## config.mk

```make
export PLATFORM = sky130hd
export DESIGN_NAME = iols_status_regs
export DESIGN_NICKNAME = d
export VERILOG_FILES = /design/src/include/iols_pkg.sv /design/src/iols_status_regs.sv /design/src/iols_sync.sv
export SDC_FILE = /design/constraint.sdc
export NUM_CORES = 2
export LEC_CHECK = 0
export BUFFER_PORTS_ARGS = -buffer_cell sky130_fd_sc_hd__buf_4
export CAP_MARGIN = 20
export CORE_AREA = 2 2 635 637
export CTS_CLUSTER_DIAMETER = 120
export DETAILED_ROUTE_END_ITERATION = 10
export DIE_AREA = 0 0 637 639
export SYNTH_ARGS = -nofsm -noshare
export SYNTH_HDL_FRONTEND = slang
export SYNTH_SLANG_ARGS = --single-unit
```

## constraint.sdc

```tcl
create_clock -name CLK_SYS -period 2.1 [get_ports CLK_SYS]
set_input_delay 0.105 -clock CLK_SYS [delete_from_list [all_inputs] [get_ports CLK_SYS]]
set_output_delay 0.105 -clock CLK_SYS [all_outputs]
set_load 0.03 [all_outputs]
```

## src/include/iols_pkg.sv

```systemverilog
//
// Package for the I/O, level and setpoint status register bank.
// Assumes a protocol engine on the same clock that turns remote
// register reads and writes into single-cycle requests.
package iols_pkg;

    // ------------------------------------------------------------
    // Sizes
    // ------------------------------------------------------------
    localparam int IOLS_AW = 8;
    localparam int IOLS_DW = 16;
    localparam int IOLS_NUM_DIO = 48;
    localparam int IOLS_NUM_LEVELS = 32;
    localparam int IOLS_NUM_SETPOINTS = 16;
    localparam int IOLS_NUM_AOUT = 4;
    localparam int IOLS_NUM_SCALES = 8;
    localparam int IOLS_SYNC_STAGES = 3;

    // ------------------------------------------------------------
    // Register word addresses
    // ------------------------------------------------------------
    localparam logic [7:0] IOLS_ADDR_IN_A = 8'h00;
    localparam logic [7:0] IOLS_ADDR_IN_B = 8'h01;
    localparam logic [7:0] IOLS_ADDR_IN_C = 8'h02;
    localparam logic [7:0] IOLS_ADDR_OUT_A = 8'h03;
    localparam logic [7:0] IOLS_ADDR_OUT_B = 8'h04;
    localparam logic [7:0] IOLS_ADDR_OUT_C = 8'h05;
    localparam logic [7:0] IOLS_ADDR_LVL_LO = 8'h06;
    localparam logic [7:0] IOLS_ADDR_LVL_HI = 8'h07;
    localparam logic [7:0] IOLS_ADDR_SP_LO = 8'h08;
    localparam logic [7:0] IOLS_ADDR_SP_HI = 8'h09;
    // Analog values: two words each, high word at the even address.
    localparam logic [7:0] IOLS_ADDR_AOUT_BASE = 8'h10;
    // Scale input signals: two words each, high word first.
    localparam logic [7:0] IOLS_ADDR_SIG_BASE = 8'h20;

    // ------------------------------------------------------------
    // Field positions and values
    // ------------------------------------------------------------
    localparam int IOLS_BANK_BITS = 8;
    localparam int IOLS_HI_BANK_POS = 8;
    localparam int IOLS_SP_ACT_POS = 0;
    localparam int IOLS_SP_DONE_POS = 1;
    localparam logic [31:0] IOLS_MILLI_DIV = 32'h0000_03E8;
    localparam logic [31:0] IOLS_MILLI_HALF = 32'h0000_01F4;
    localparam logic [15:0] IOLS_RESET_WORD = 16'h0000;

    // ------------------------------------------------------------
    // Carriers
    // ------------------------------------------------------------
    typedef logic signed [31:0] iols_word32_t;

    typedef struct packed {
        logic rd;
        logic wr;
        logic [IOLS_AW-1:0] addr;
        logic [IOLS_DW-1:0] wdata;
    } iols_req_t;

    typedef struct packed {
        logic valid;
        logic err;
        logic [IOLS_DW-1:0] data;
    } iols_rsp_t;

    typedef enum logic [1:0] {
        IOLS_CLS_NONE,
        IOLS_CLS_STATUS,
        IOLS_CLS_AOUT,
        IOLS_CLS_SIG
    } iols_cls_t;

endpackage : iols_pkg

```

## src/iols_status_regs.sv

```systemverilog
//
// Read-only status register bank: digital I/O images, level and
// setpoint flags, analog output values and scale input signals.
// Assumes a protocol engine on CLK_SYS presents one request at a time
// and that outputs, weight, limits and setpoint flags are synchronous.
//
`timescale 1ns/10ps
module iols_status_regs
    import iols_pkg::*;
(
    // Clock, reset and enable
    input wire logic CLK_SYS,
    input wire logic ARST_N,
    input wire logic CE,
    // Digital input pins, bit k-1 is the k-th input in 11..68 order
    input wire logic [IOLS_NUM_DIO-1:0] DIN_PIN,
    // Digital output states from the output logic
    input wire logic [IOLS_NUM_DIO-1:0] DOUT_STATE,
    // Weight and level limits
    input wire iols_pkg::iols_word32_t WEIGHT,
    input wire iols_pkg::iols_word32_t LEVEL_LIMIT [IOLS_NUM_LEVELS],
    // Setpoint state
    input wire logic [IOLS_NUM_SETPOINTS-1:0] SP_ACTIVE,
    input wire logic [IOLS_NUM_SETPOINTS-1:0] SP_DONE,
    // Analog drive values in millionths, scale signals in uV/V
    input wire iols_pkg::iols_word32_t AOUT_VALUE [IOLS_NUM_AOUT],
    input wire iols_pkg::iols_word32_t SCALE_SIGNAL [IOLS_NUM_SCALES],
    // Register request and answer
    input wire iols_pkg::iols_req_t REQ,
    output iols_pkg::iols_rsp_t RSP
);

    import iols_pkg::*;

    // ------------------------------------------------------------
    // Address decoding
    // ------------------------------------------------------------
    // Classifies a word address; used by the read path only.
    function automatic iols_cls_t addr_class(input logic [7:0] a);
        iols_cls_t c;
        c = IOLS_CLS_NONE;
        if (a <= IOLS_ADDR_SP_HI)
            c = IOLS_CLS_STATUS;
        else if (a >= IOLS_ADDR_AOUT_BASE &&
                 a < IOLS_ADDR_AOUT_BASE + 8'(2 * IOLS_NUM_AOUT))
            c = IOLS_CLS_AOUT;
        else if (a >= IOLS_ADDR_SIG_BASE &&
                 a < IOLS_ADDR_SIG_BASE + 8'(2 * IOLS_NUM_SCALES))
            c = IOLS_CLS_SIG;
        return c;
    endfunction : addr_class

    // Rounds a value in millionths to thousandths, halves away from 0.
    function automatic iols_word32_t round_milli(input iols_word32_t v);
        logic [31:0] mag;
        logic [31:0] q;
        mag = v[31] ? 32'(-v) : 32'(v);
        q = (mag + IOLS_MILLI_HALF) / IOLS_MILLI_DIV;
        return v[31] ? iols_word32_t'(-q) : iols_word32_t'(q);
    endfunction : round_milli

    // ------------------------------------------------------------
    // Signals
    // ------------------------------------------------------------
    logic [IOLS_NUM_DIO-1:0] din_clean;
    logic [IOLS_NUM_DIO-1:0] din_img_ff;
    logic [IOLS_NUM_DIO-1:0] dout_img_ff;
    logic [IOLS_NUM_LEVELS-1:0] nxt_lvl;
    logic [IOLS_NUM_LEVELS-1:0] lvl_ff;
    logic [2*IOLS_NUM_SETPOINTS-1:0] nxt_sp;
    logic [2*IOLS_NUM_SETPOINTS-1:0] sp_ff;
    iols_word32_t aout_ff [IOLS_NUM_AOUT];
    iols_word32_t sig_ff [IOLS_NUM_SCALES];
    iols_rsp_t rsp_ff;
    iols_rsp_t nxt_rsp;

    // ------------------------------------------------------------
    // Pin synchroniser
    // ------------------------------------------------------------
    iols_sync u_sync (
        .CLK_SYS(CLK_SYS),
        .ARST_N(ARST_N),
        .CE(CE),
        .PIN_IN(DIN_PIN),
        .CLEAN_OUT(din_clean)
    );

    // ------------------------------------------------------------
    // Level and setpoint flag formation
    // ------------------------------------------------------------
    // Level n+1 sits on flag bit n; bits 16-31 form the high word.
    // Strictly greater: a weight equal to the limit is not above it.
    genvar gl;
    generate
        for (gl = 0; gl < IOLS_NUM_LEVELS; gl++)
        begin : g_lvl
            assign nxt_lvl[gl] = (WEIGHT > LEVEL_LIMIT[gl]);
        end
        for (gl = 0; gl < IOLS_NUM_SETPOINTS; gl++)
        begin : g_sp
            // Pairs: activated on the even bit, cycle done on the odd.
            assign nxt_sp[2*gl+IOLS_SP_ACT_POS] = SP_ACTIVE[gl];
            assign nxt_sp[2*gl+IOLS_SP_DONE_POS] = SP_DONE[gl];
        end
    endgenerate

    // ------------------------------------------------------------
    // Status images
    // ------------------------------------------------------------
    // Images are refreshed every enabled cycle so a read always sees
    // a coherent copy one cycle old; nothing on the request path can
    // load them, which keeps the bank read-only.
    always_ff @(posedge CLK_SYS or negedge ARST_N)
    begin
        if (!ARST_N)
        begin
            din_img_ff <= '0;
            dout_img_ff <= '0;
            lvl_ff <= '0;
            sp_ff <= '0;
        end
        else if (CE)
        begin
            din_img_ff <= din_clean;
            dout_img_ff <= DOUT_STATE;
            lvl_ff <= nxt_lvl;
            sp_ff <= nxt_sp;
        end
    end

    // Analog values rounded at capture time, scale signals taken as is.
    genvar ga;
    generate
        for (ga = 0; ga < IOLS_NUM_AOUT; ga++)
        begin : g_aout
            always_ff @(posedge CLK_SYS or negedge ARST_N)
            begin
                if (!ARST_N)
                    aout_ff[ga] <= '0;
                else if (CE)
                    aout_ff[ga] <= round_milli(AOUT_VALUE[ga]);
            end
        end
        for (ga = 0; ga < IOLS_NUM_SCALES; ga++)
        begin : g_sig
            always_ff @(posedge CLK_SYS or negedge ARST_N)
            begin
                if (!ARST_N)
                    sig_ff[ga] <= '0;
                else if (CE)
                    sig_ff[ga] <= SCALE_SIGNAL[ga];
            end
        end
    endgenerate

    // ------------------------------------------------------------
    // Read selection
    // ------------------------------------------------------------
    // Word A holds image bits 0-15, word B bits 16-31, word C bits 32-47.
    wire [15:0] w_in_a = din_img_ff[15:0];
    wire [15:0] w_in_b = din_img_ff[31:16];
    wire [15:0] w_in_c = din_img_ff[47:32];
    wire [15:0] w_out_a = dout_img_ff[15:0];
    wire [15:0] w_out_b = dout_img_ff[31:16];
    wire [15:0] w_out_c = dout_img_ff[47:32];
    wire [15:0] w_lvl_lo = lvl_ff[15:0];
    wire [15:0] w_lvl_hi = lvl_ff[31:16];
    wire [15:0] w_sp_lo = sp_ff[15:0];
    wire [15:0] w_sp_hi = sp_ff[31:16];

    wire iols_cls_t req_cls = addr_class(REQ.addr);
    wire [7:0] aout_off = REQ.addr - IOLS_ADDR_AOUT_BASE;
    wire [7:0] sig_off = REQ.addr - IOLS_ADDR_SIG_BASE;
    wire [1:0] aout_idx = aout_off[2:1];
    wire [2:0] sig_idx = sig_off[3:1];
    wire [31:0] aout_sel = aout_ff[aout_idx];
    wire [31:0] sig_sel = sig_ff[sig_idx];
    wire [15:0] aout_word = aout_off[0] ? aout_sel[15:0] : aout_sel[31:16];
    wire [15:0] sig_word = sig_off[0] ? sig_sel[15:0] : sig_sel[31:16];

    logic [15:0] status_word;
    always_comb
    begin
        case (REQ.addr)
            IOLS_ADDR_IN_A: status_word = w_in_a;
            IOLS_ADDR_IN_B: status_word = w_in_b;
            IOLS_ADDR_IN_C: status_word = w_in_c;
            IOLS_ADDR_OUT_A: status_word = w_out_a;
            IOLS_ADDR_OUT_B: status_word = w_out_b;
            IOLS_ADDR_OUT_C: status_word = w_out_c;
            IOLS_ADDR_LVL_LO: status_word = w_lvl_lo;
            IOLS_ADDR_LVL_HI: status_word = w_lvl_hi;
            IOLS_ADDR_SP_LO: status_word = w_sp_lo;
            IOLS_ADDR_SP_HI: status_word = w_sp_hi;
            default: status_word = IOLS_RESET_WORD;
        endcase
    end

    // ------------------------------------------------------------
    // Answer formation
    // ------------------------------------------------------------
    // A read of a mapped word answers with data; a read of a hole or
    // any write answers with err and zero data. A write never reaches
    // storage, the images only follow the hardware. A request with
    // both rd and wr set is treated as a write and refused.
    always_comb
    begin
        nxt_rsp = '0;
        if (REQ.wr)
        begin
            nxt_rsp.valid = 1'b1;
            nxt_rsp.err = 1'b1;
        end
        else if (REQ.rd)
        begin
            nxt_rsp.valid = 1'b1;
            case (req_cls)
                IOLS_CLS_STATUS: nxt_rsp.data = status_word;
                IOLS_CLS_AOUT: nxt_rsp.data = aout_word;
                IOLS_CLS_SIG: nxt_rsp.data = sig_word;
                default: nxt_rsp.err = 1'b1;
            endcase
        end
    end

    // The answer is a registered one-cycle pulse; CE low holds it.
    always_ff @(posedge CLK_SYS or negedge ARST_N)
    begin
        if (!ARST_N)
            rsp_ff <= '0;
        else if (CE)
            rsp_ff <= nxt_rsp;
    end

    assign RSP = rsp_ff;

endmodule : iols_status_regs

```

## src/iols_sync.sv

```systemverilog
//
// Synchroniser bank for the digital input pins.
// Assumes asynchronous pins; the clock enable freezes every stage.
//
`timescale 1ns/10ps
module iols_sync
    import iols_pkg::*;
(
    // Clock and reset
    input wire logic CLK_SYS,
    input wire logic ARST_N,
    input wire logic CE,
    // Pin side
    input wire logic [IOLS_NUM_DIO-1:0] PIN_IN,
    // Clean side
    output logic [IOLS_NUM_DIO-1:0] CLEAN_OUT
);

    logic [IOLS_NUM_DIO-1:0] meta_ff;
    logic [IOLS_NUM_DIO-1:0] sync2_ff;
    logic [IOLS_NUM_DIO-1:0] sync3_ff;
    logic [IOLS_NUM_DIO-1:0] clean_ff;

    // ------------------------------------------------------------
    // Per-bit three-stage chain
    // ------------------------------------------------------------
    // A bit is taken only when stages two and three agree, so a
    // single-cycle glitch that slipped past the first stage is ignored.
    genvar g;
    generate
        for (g = 0; g < IOLS_NUM_DIO; g++)
        begin : g_bit
            wire agree = (sync2_ff[g] == sync3_ff[g]);
            always_ff @(posedge CLK_SYS or negedge ARST_N)
            begin
                if (!ARST_N)
                begin
                    meta_ff[g] <= 1'b0;
                    sync2_ff[g] <= 1'b0;
                    sync3_ff[g] <= 1'b0;
                    clean_ff[g] <= 1'b0;
                end
                else if (CE)
                begin
                    meta_ff[g] <= PIN_IN[g];
                    sync2_ff[g] <= meta_ff[g];
                    sync3_ff[g] <= sync2_ff[g];
                    if (agree)
                        clean_ff[g] <= sync3_ff[g];
                end
            end
        end
    endgenerate

    assign CLEAN_OUT = clean_ff;

endmodule : iols_sync

```

==> metrics.csv <==
stage,metric,value,unit
status,status,finished with violations,
status,failing checks,setup timing,
worst_setup_path,WP buf/inv,15,
cells_and_area,filler cell count,40080,
worst_setup_path,cell family with most CP delay,compound AO/OA/AOI/OAI gates,
logic_synthesis,post-synth top area cell,dfrtp_1,
logic_synthesis,Yosys cell types,187,
timing,max_slew headroom,44.95,%
die,die area,0.4070,sq mm
clocking,H-tree depth,3,
drt,routed len/inst,22.69,um
die,Die H,639,um
die,Die Width,637,um
logic_synthesis,top cell type's share of synthesized area,20.14,%
logic_synthesis,synthesized flop and latch total,754,
place,DP HPWL,418000,um
timing,Final Max Slew Viols,0,
timing,final hold viol count,0,
timing,clk_skew,41.92,ps
worst_setup_path,critical path class,in -> reg,
logic_synthesis,Synth area leaders,"dfrtp_1, ha_1, mux2_2, inv_1, o21ai_0",
timing,Finish-stage setup viols,176,
timing,Final Cycle Share,833.9,%
global_route,largest net degree at the start of global routing,75,
worst_setup_path,CP peak stage delay,540,ps
place,IO Port Bufs,1598,
drt,drt first-iter violations,8622,
timing,worst setup margin,-15410,ps
clocking,CTS tree,yes,
worst_setup_path,Crit Path Max Fanout,7,
clocking,root buf cell,clkbuf_16,
worst_setup_path,startpoint types,input port,
cells_and_area,Area Growth Syn to Fin,65.31,%
global_route,All-Layer GR Usage,23.21,%
logic_synthesis,area of the mapped netlist,0.09367,sq mm
clocking,clock slew at reported path FFs,60,ps
logic_synthesis,Yosys warnings,0,
timing,unrepaired setup endpoints after global routing,yes,
cells_and_area,fin area,0.1548,sq mm
worst_setup_path,"Req. time, crit path",2680,ps
logic_synthesis,syn nets,13775,
clocking,# clock sinks,754,
clocking,Skew-Pair Late Insertion Delay,710,ps
logic_synthesis,most frequent cell after synthesis,inv_1,
global_route,number of global-route vias before repair,107945,
clocking,clock buffer count from CTS,82,
global_route,grt ovf,0,
logic_synthesis,"top cells by count, synth","inv_1, ha_1, dfrtp_1",
drt,Antenna Nets Post-Route,0,
logic_synthesis,"Top FF cell, synth",dfrtp_1,
run,maxcap violations,0,
cells_and_area,Final #Nets,19155,
drt,Vias per Instance,5.017,
timing,Tmin final,17510,ps
logic_synthesis,Avg Inst Size Synth,8.410,sq um
worst_setup_path,Critical Path Sink Type,flip-flop,
global_route,first-pass GRT wire length,710000,um
clocking,CTS max path bufs,3,
min_path,Hold Path Class,in -> reg,
place,placed cell areas,0.1398,sq mm
logic_synthesis,Post-Synthesis Cells,11138,
logic_synthesis,"FFs w/ async S/R, synth",100.0,%
drt,total routed wirelength,497500,um
timing,Max Freq,57.11,MHz
place,routability cong.,0.9957,
drt,routed vias,110033,
timing,Worst-Margin Slew,825.8,ps
drt,DR DRC count,0,
global_route,initial antenna violation count,111,
die,FP Rows,233,
die,num ports,1615,
drt,Pre-Repair DR Iteration Count,6,
logic_synthesis,sequential area share after synthesis,20.14,%
cells_and_area,layout cells sized above 1,45.12,%
logic_synthesis,Post-synth EDFFs,0,
worst_setup_path,Crit-path slowest cell,or4_4,
timing,setup TNS,-1921070,ps
die,Core ar.,0.4009,sq mm
die,Starting Density,23.37,%
worst_setup_path,most frequent CP cell,buf_4,
worst_setup_path,Worst EP arrival,18090,ps
==> kinds of logic after synthesis <==
group           share of synthesized area (%)
mux                                     11.69
xor+xnor                                6.089
flops                                   20.14
fa+ha+maj                               14.19
compound gates                          22.07
buf+inv                                 6.788
simple gates                            19.03
==> cells in the final DEF, fill, tap and decap left out, types with 355 or more instances in the layout <==
cell type / netlist / final
nand4_1: 355 / 355
dlygate4sd3_1: 6 / 402
xnor2_1: 426 / 371
ha_1: 1040 / 1030
o21ai_0: 752 / 644
inv_1: 1170 / 1165
mux2_2: 617 / 571
nand2_1: 594 / 558
buf_4: 44 / 5025
dfrtp_1: 754 / 754
a21oi_1: 679 / 604
nor2_1: 546 / 488
==> routing by layer <==
layer	GRT usage [%]	share of wire, %	vias up
met4	10.27	5.1	38
li1	-	-	52031
met5	0	0.047	-
met1	30.10	42	52997
met2	37.50	45	3983
met3	4.176	7.5	984
==> per-stage QoR <==
stage | cells | utilization (%) | hold slack (ps) | setup slack, ps
6_report | 21931 | 38.63 | 75.94 | -15410
4_1_cts | 21728 | 37.68 | 3.000 | -15120
2_1_floorplan | 11138 | - | -190.6 | -16060
3_3_place_gp | 20993 | 34.87 | 34.62 | -16570
5_1_grt | 21905 | 38.61 | 70.08 | -16130
3_5_place_dp | 20993 | 34.87 | 39.54 | -16700
==> layout make-up <==
class                   count  area (sq um)  share of cell area (%)
clock buffers             118          2379                   1.536
clock inverters            30         439.2                  0.2836
inverters                1172          4414                   2.851
multi-input cells        8844         76310                   49.28
diodes                     62         155.1                  0.1002
well taps                5287          6615                   4.272
repair buffers           5664         45660                   29.49
flip-flops and latches    754         18870                   12.19
==> timing repair <==
item | 4_1_cts | 5_1_grt
hold buffers | 403 | 0
endpoints found under the setup margin | 176 | 176
pin swaps | 263 | 228
setup buffers | 187 | 141
gates cloned | 3 | 3
resized for setup | 592 | 495
hold endpoints to repair | 1101 | 0
==> sequential cells by signal, summed over array words and instances (netlist names) <==
register / count
RSP: 18
aout_ff: 128
din_img_ff: 48
dout_img_ff: 48
lvl_ff: 32
sig_ff: 256
sp_ff: 32
u_sync.CLEAN_OUT: 48
u_sync.meta_ff: 48
u_sync.sync2_ff: 48
u_sync.sync3_ff: 48
==> worst min-delay path, cell delays in order <==
cell,delay (ps)
buf_4,90
buf_4,110
nor3b_2,40
buf_4,190
a21oi_1,140
o2bb2ai_1,60
==> final timing paths <==
check | startpoint | endpoint | slack, ps | depth (start not counted)
max in group asynchronous | ARST_N | lvl_ff[16] | 1330 | 4
min in group asynchronous | ARST_N | sig_ff[127] | 130 | 3
setup reg to reg | aout_ff[12] | RSP[12] | -610 | 9
hold reg to reg | aout_ff[32] | aout_ff[32] | 480 | 2
hold / removal | REQ[20] | RSP[6] | 80 | 6
setup / recovery | AOUT_VALUE[77] | aout_ff[84] | -15410 | 79
Power is left out: the tool's default activity adds up to more than one toggle a clock period on the data nets, which glitch-free logic cannot reach.
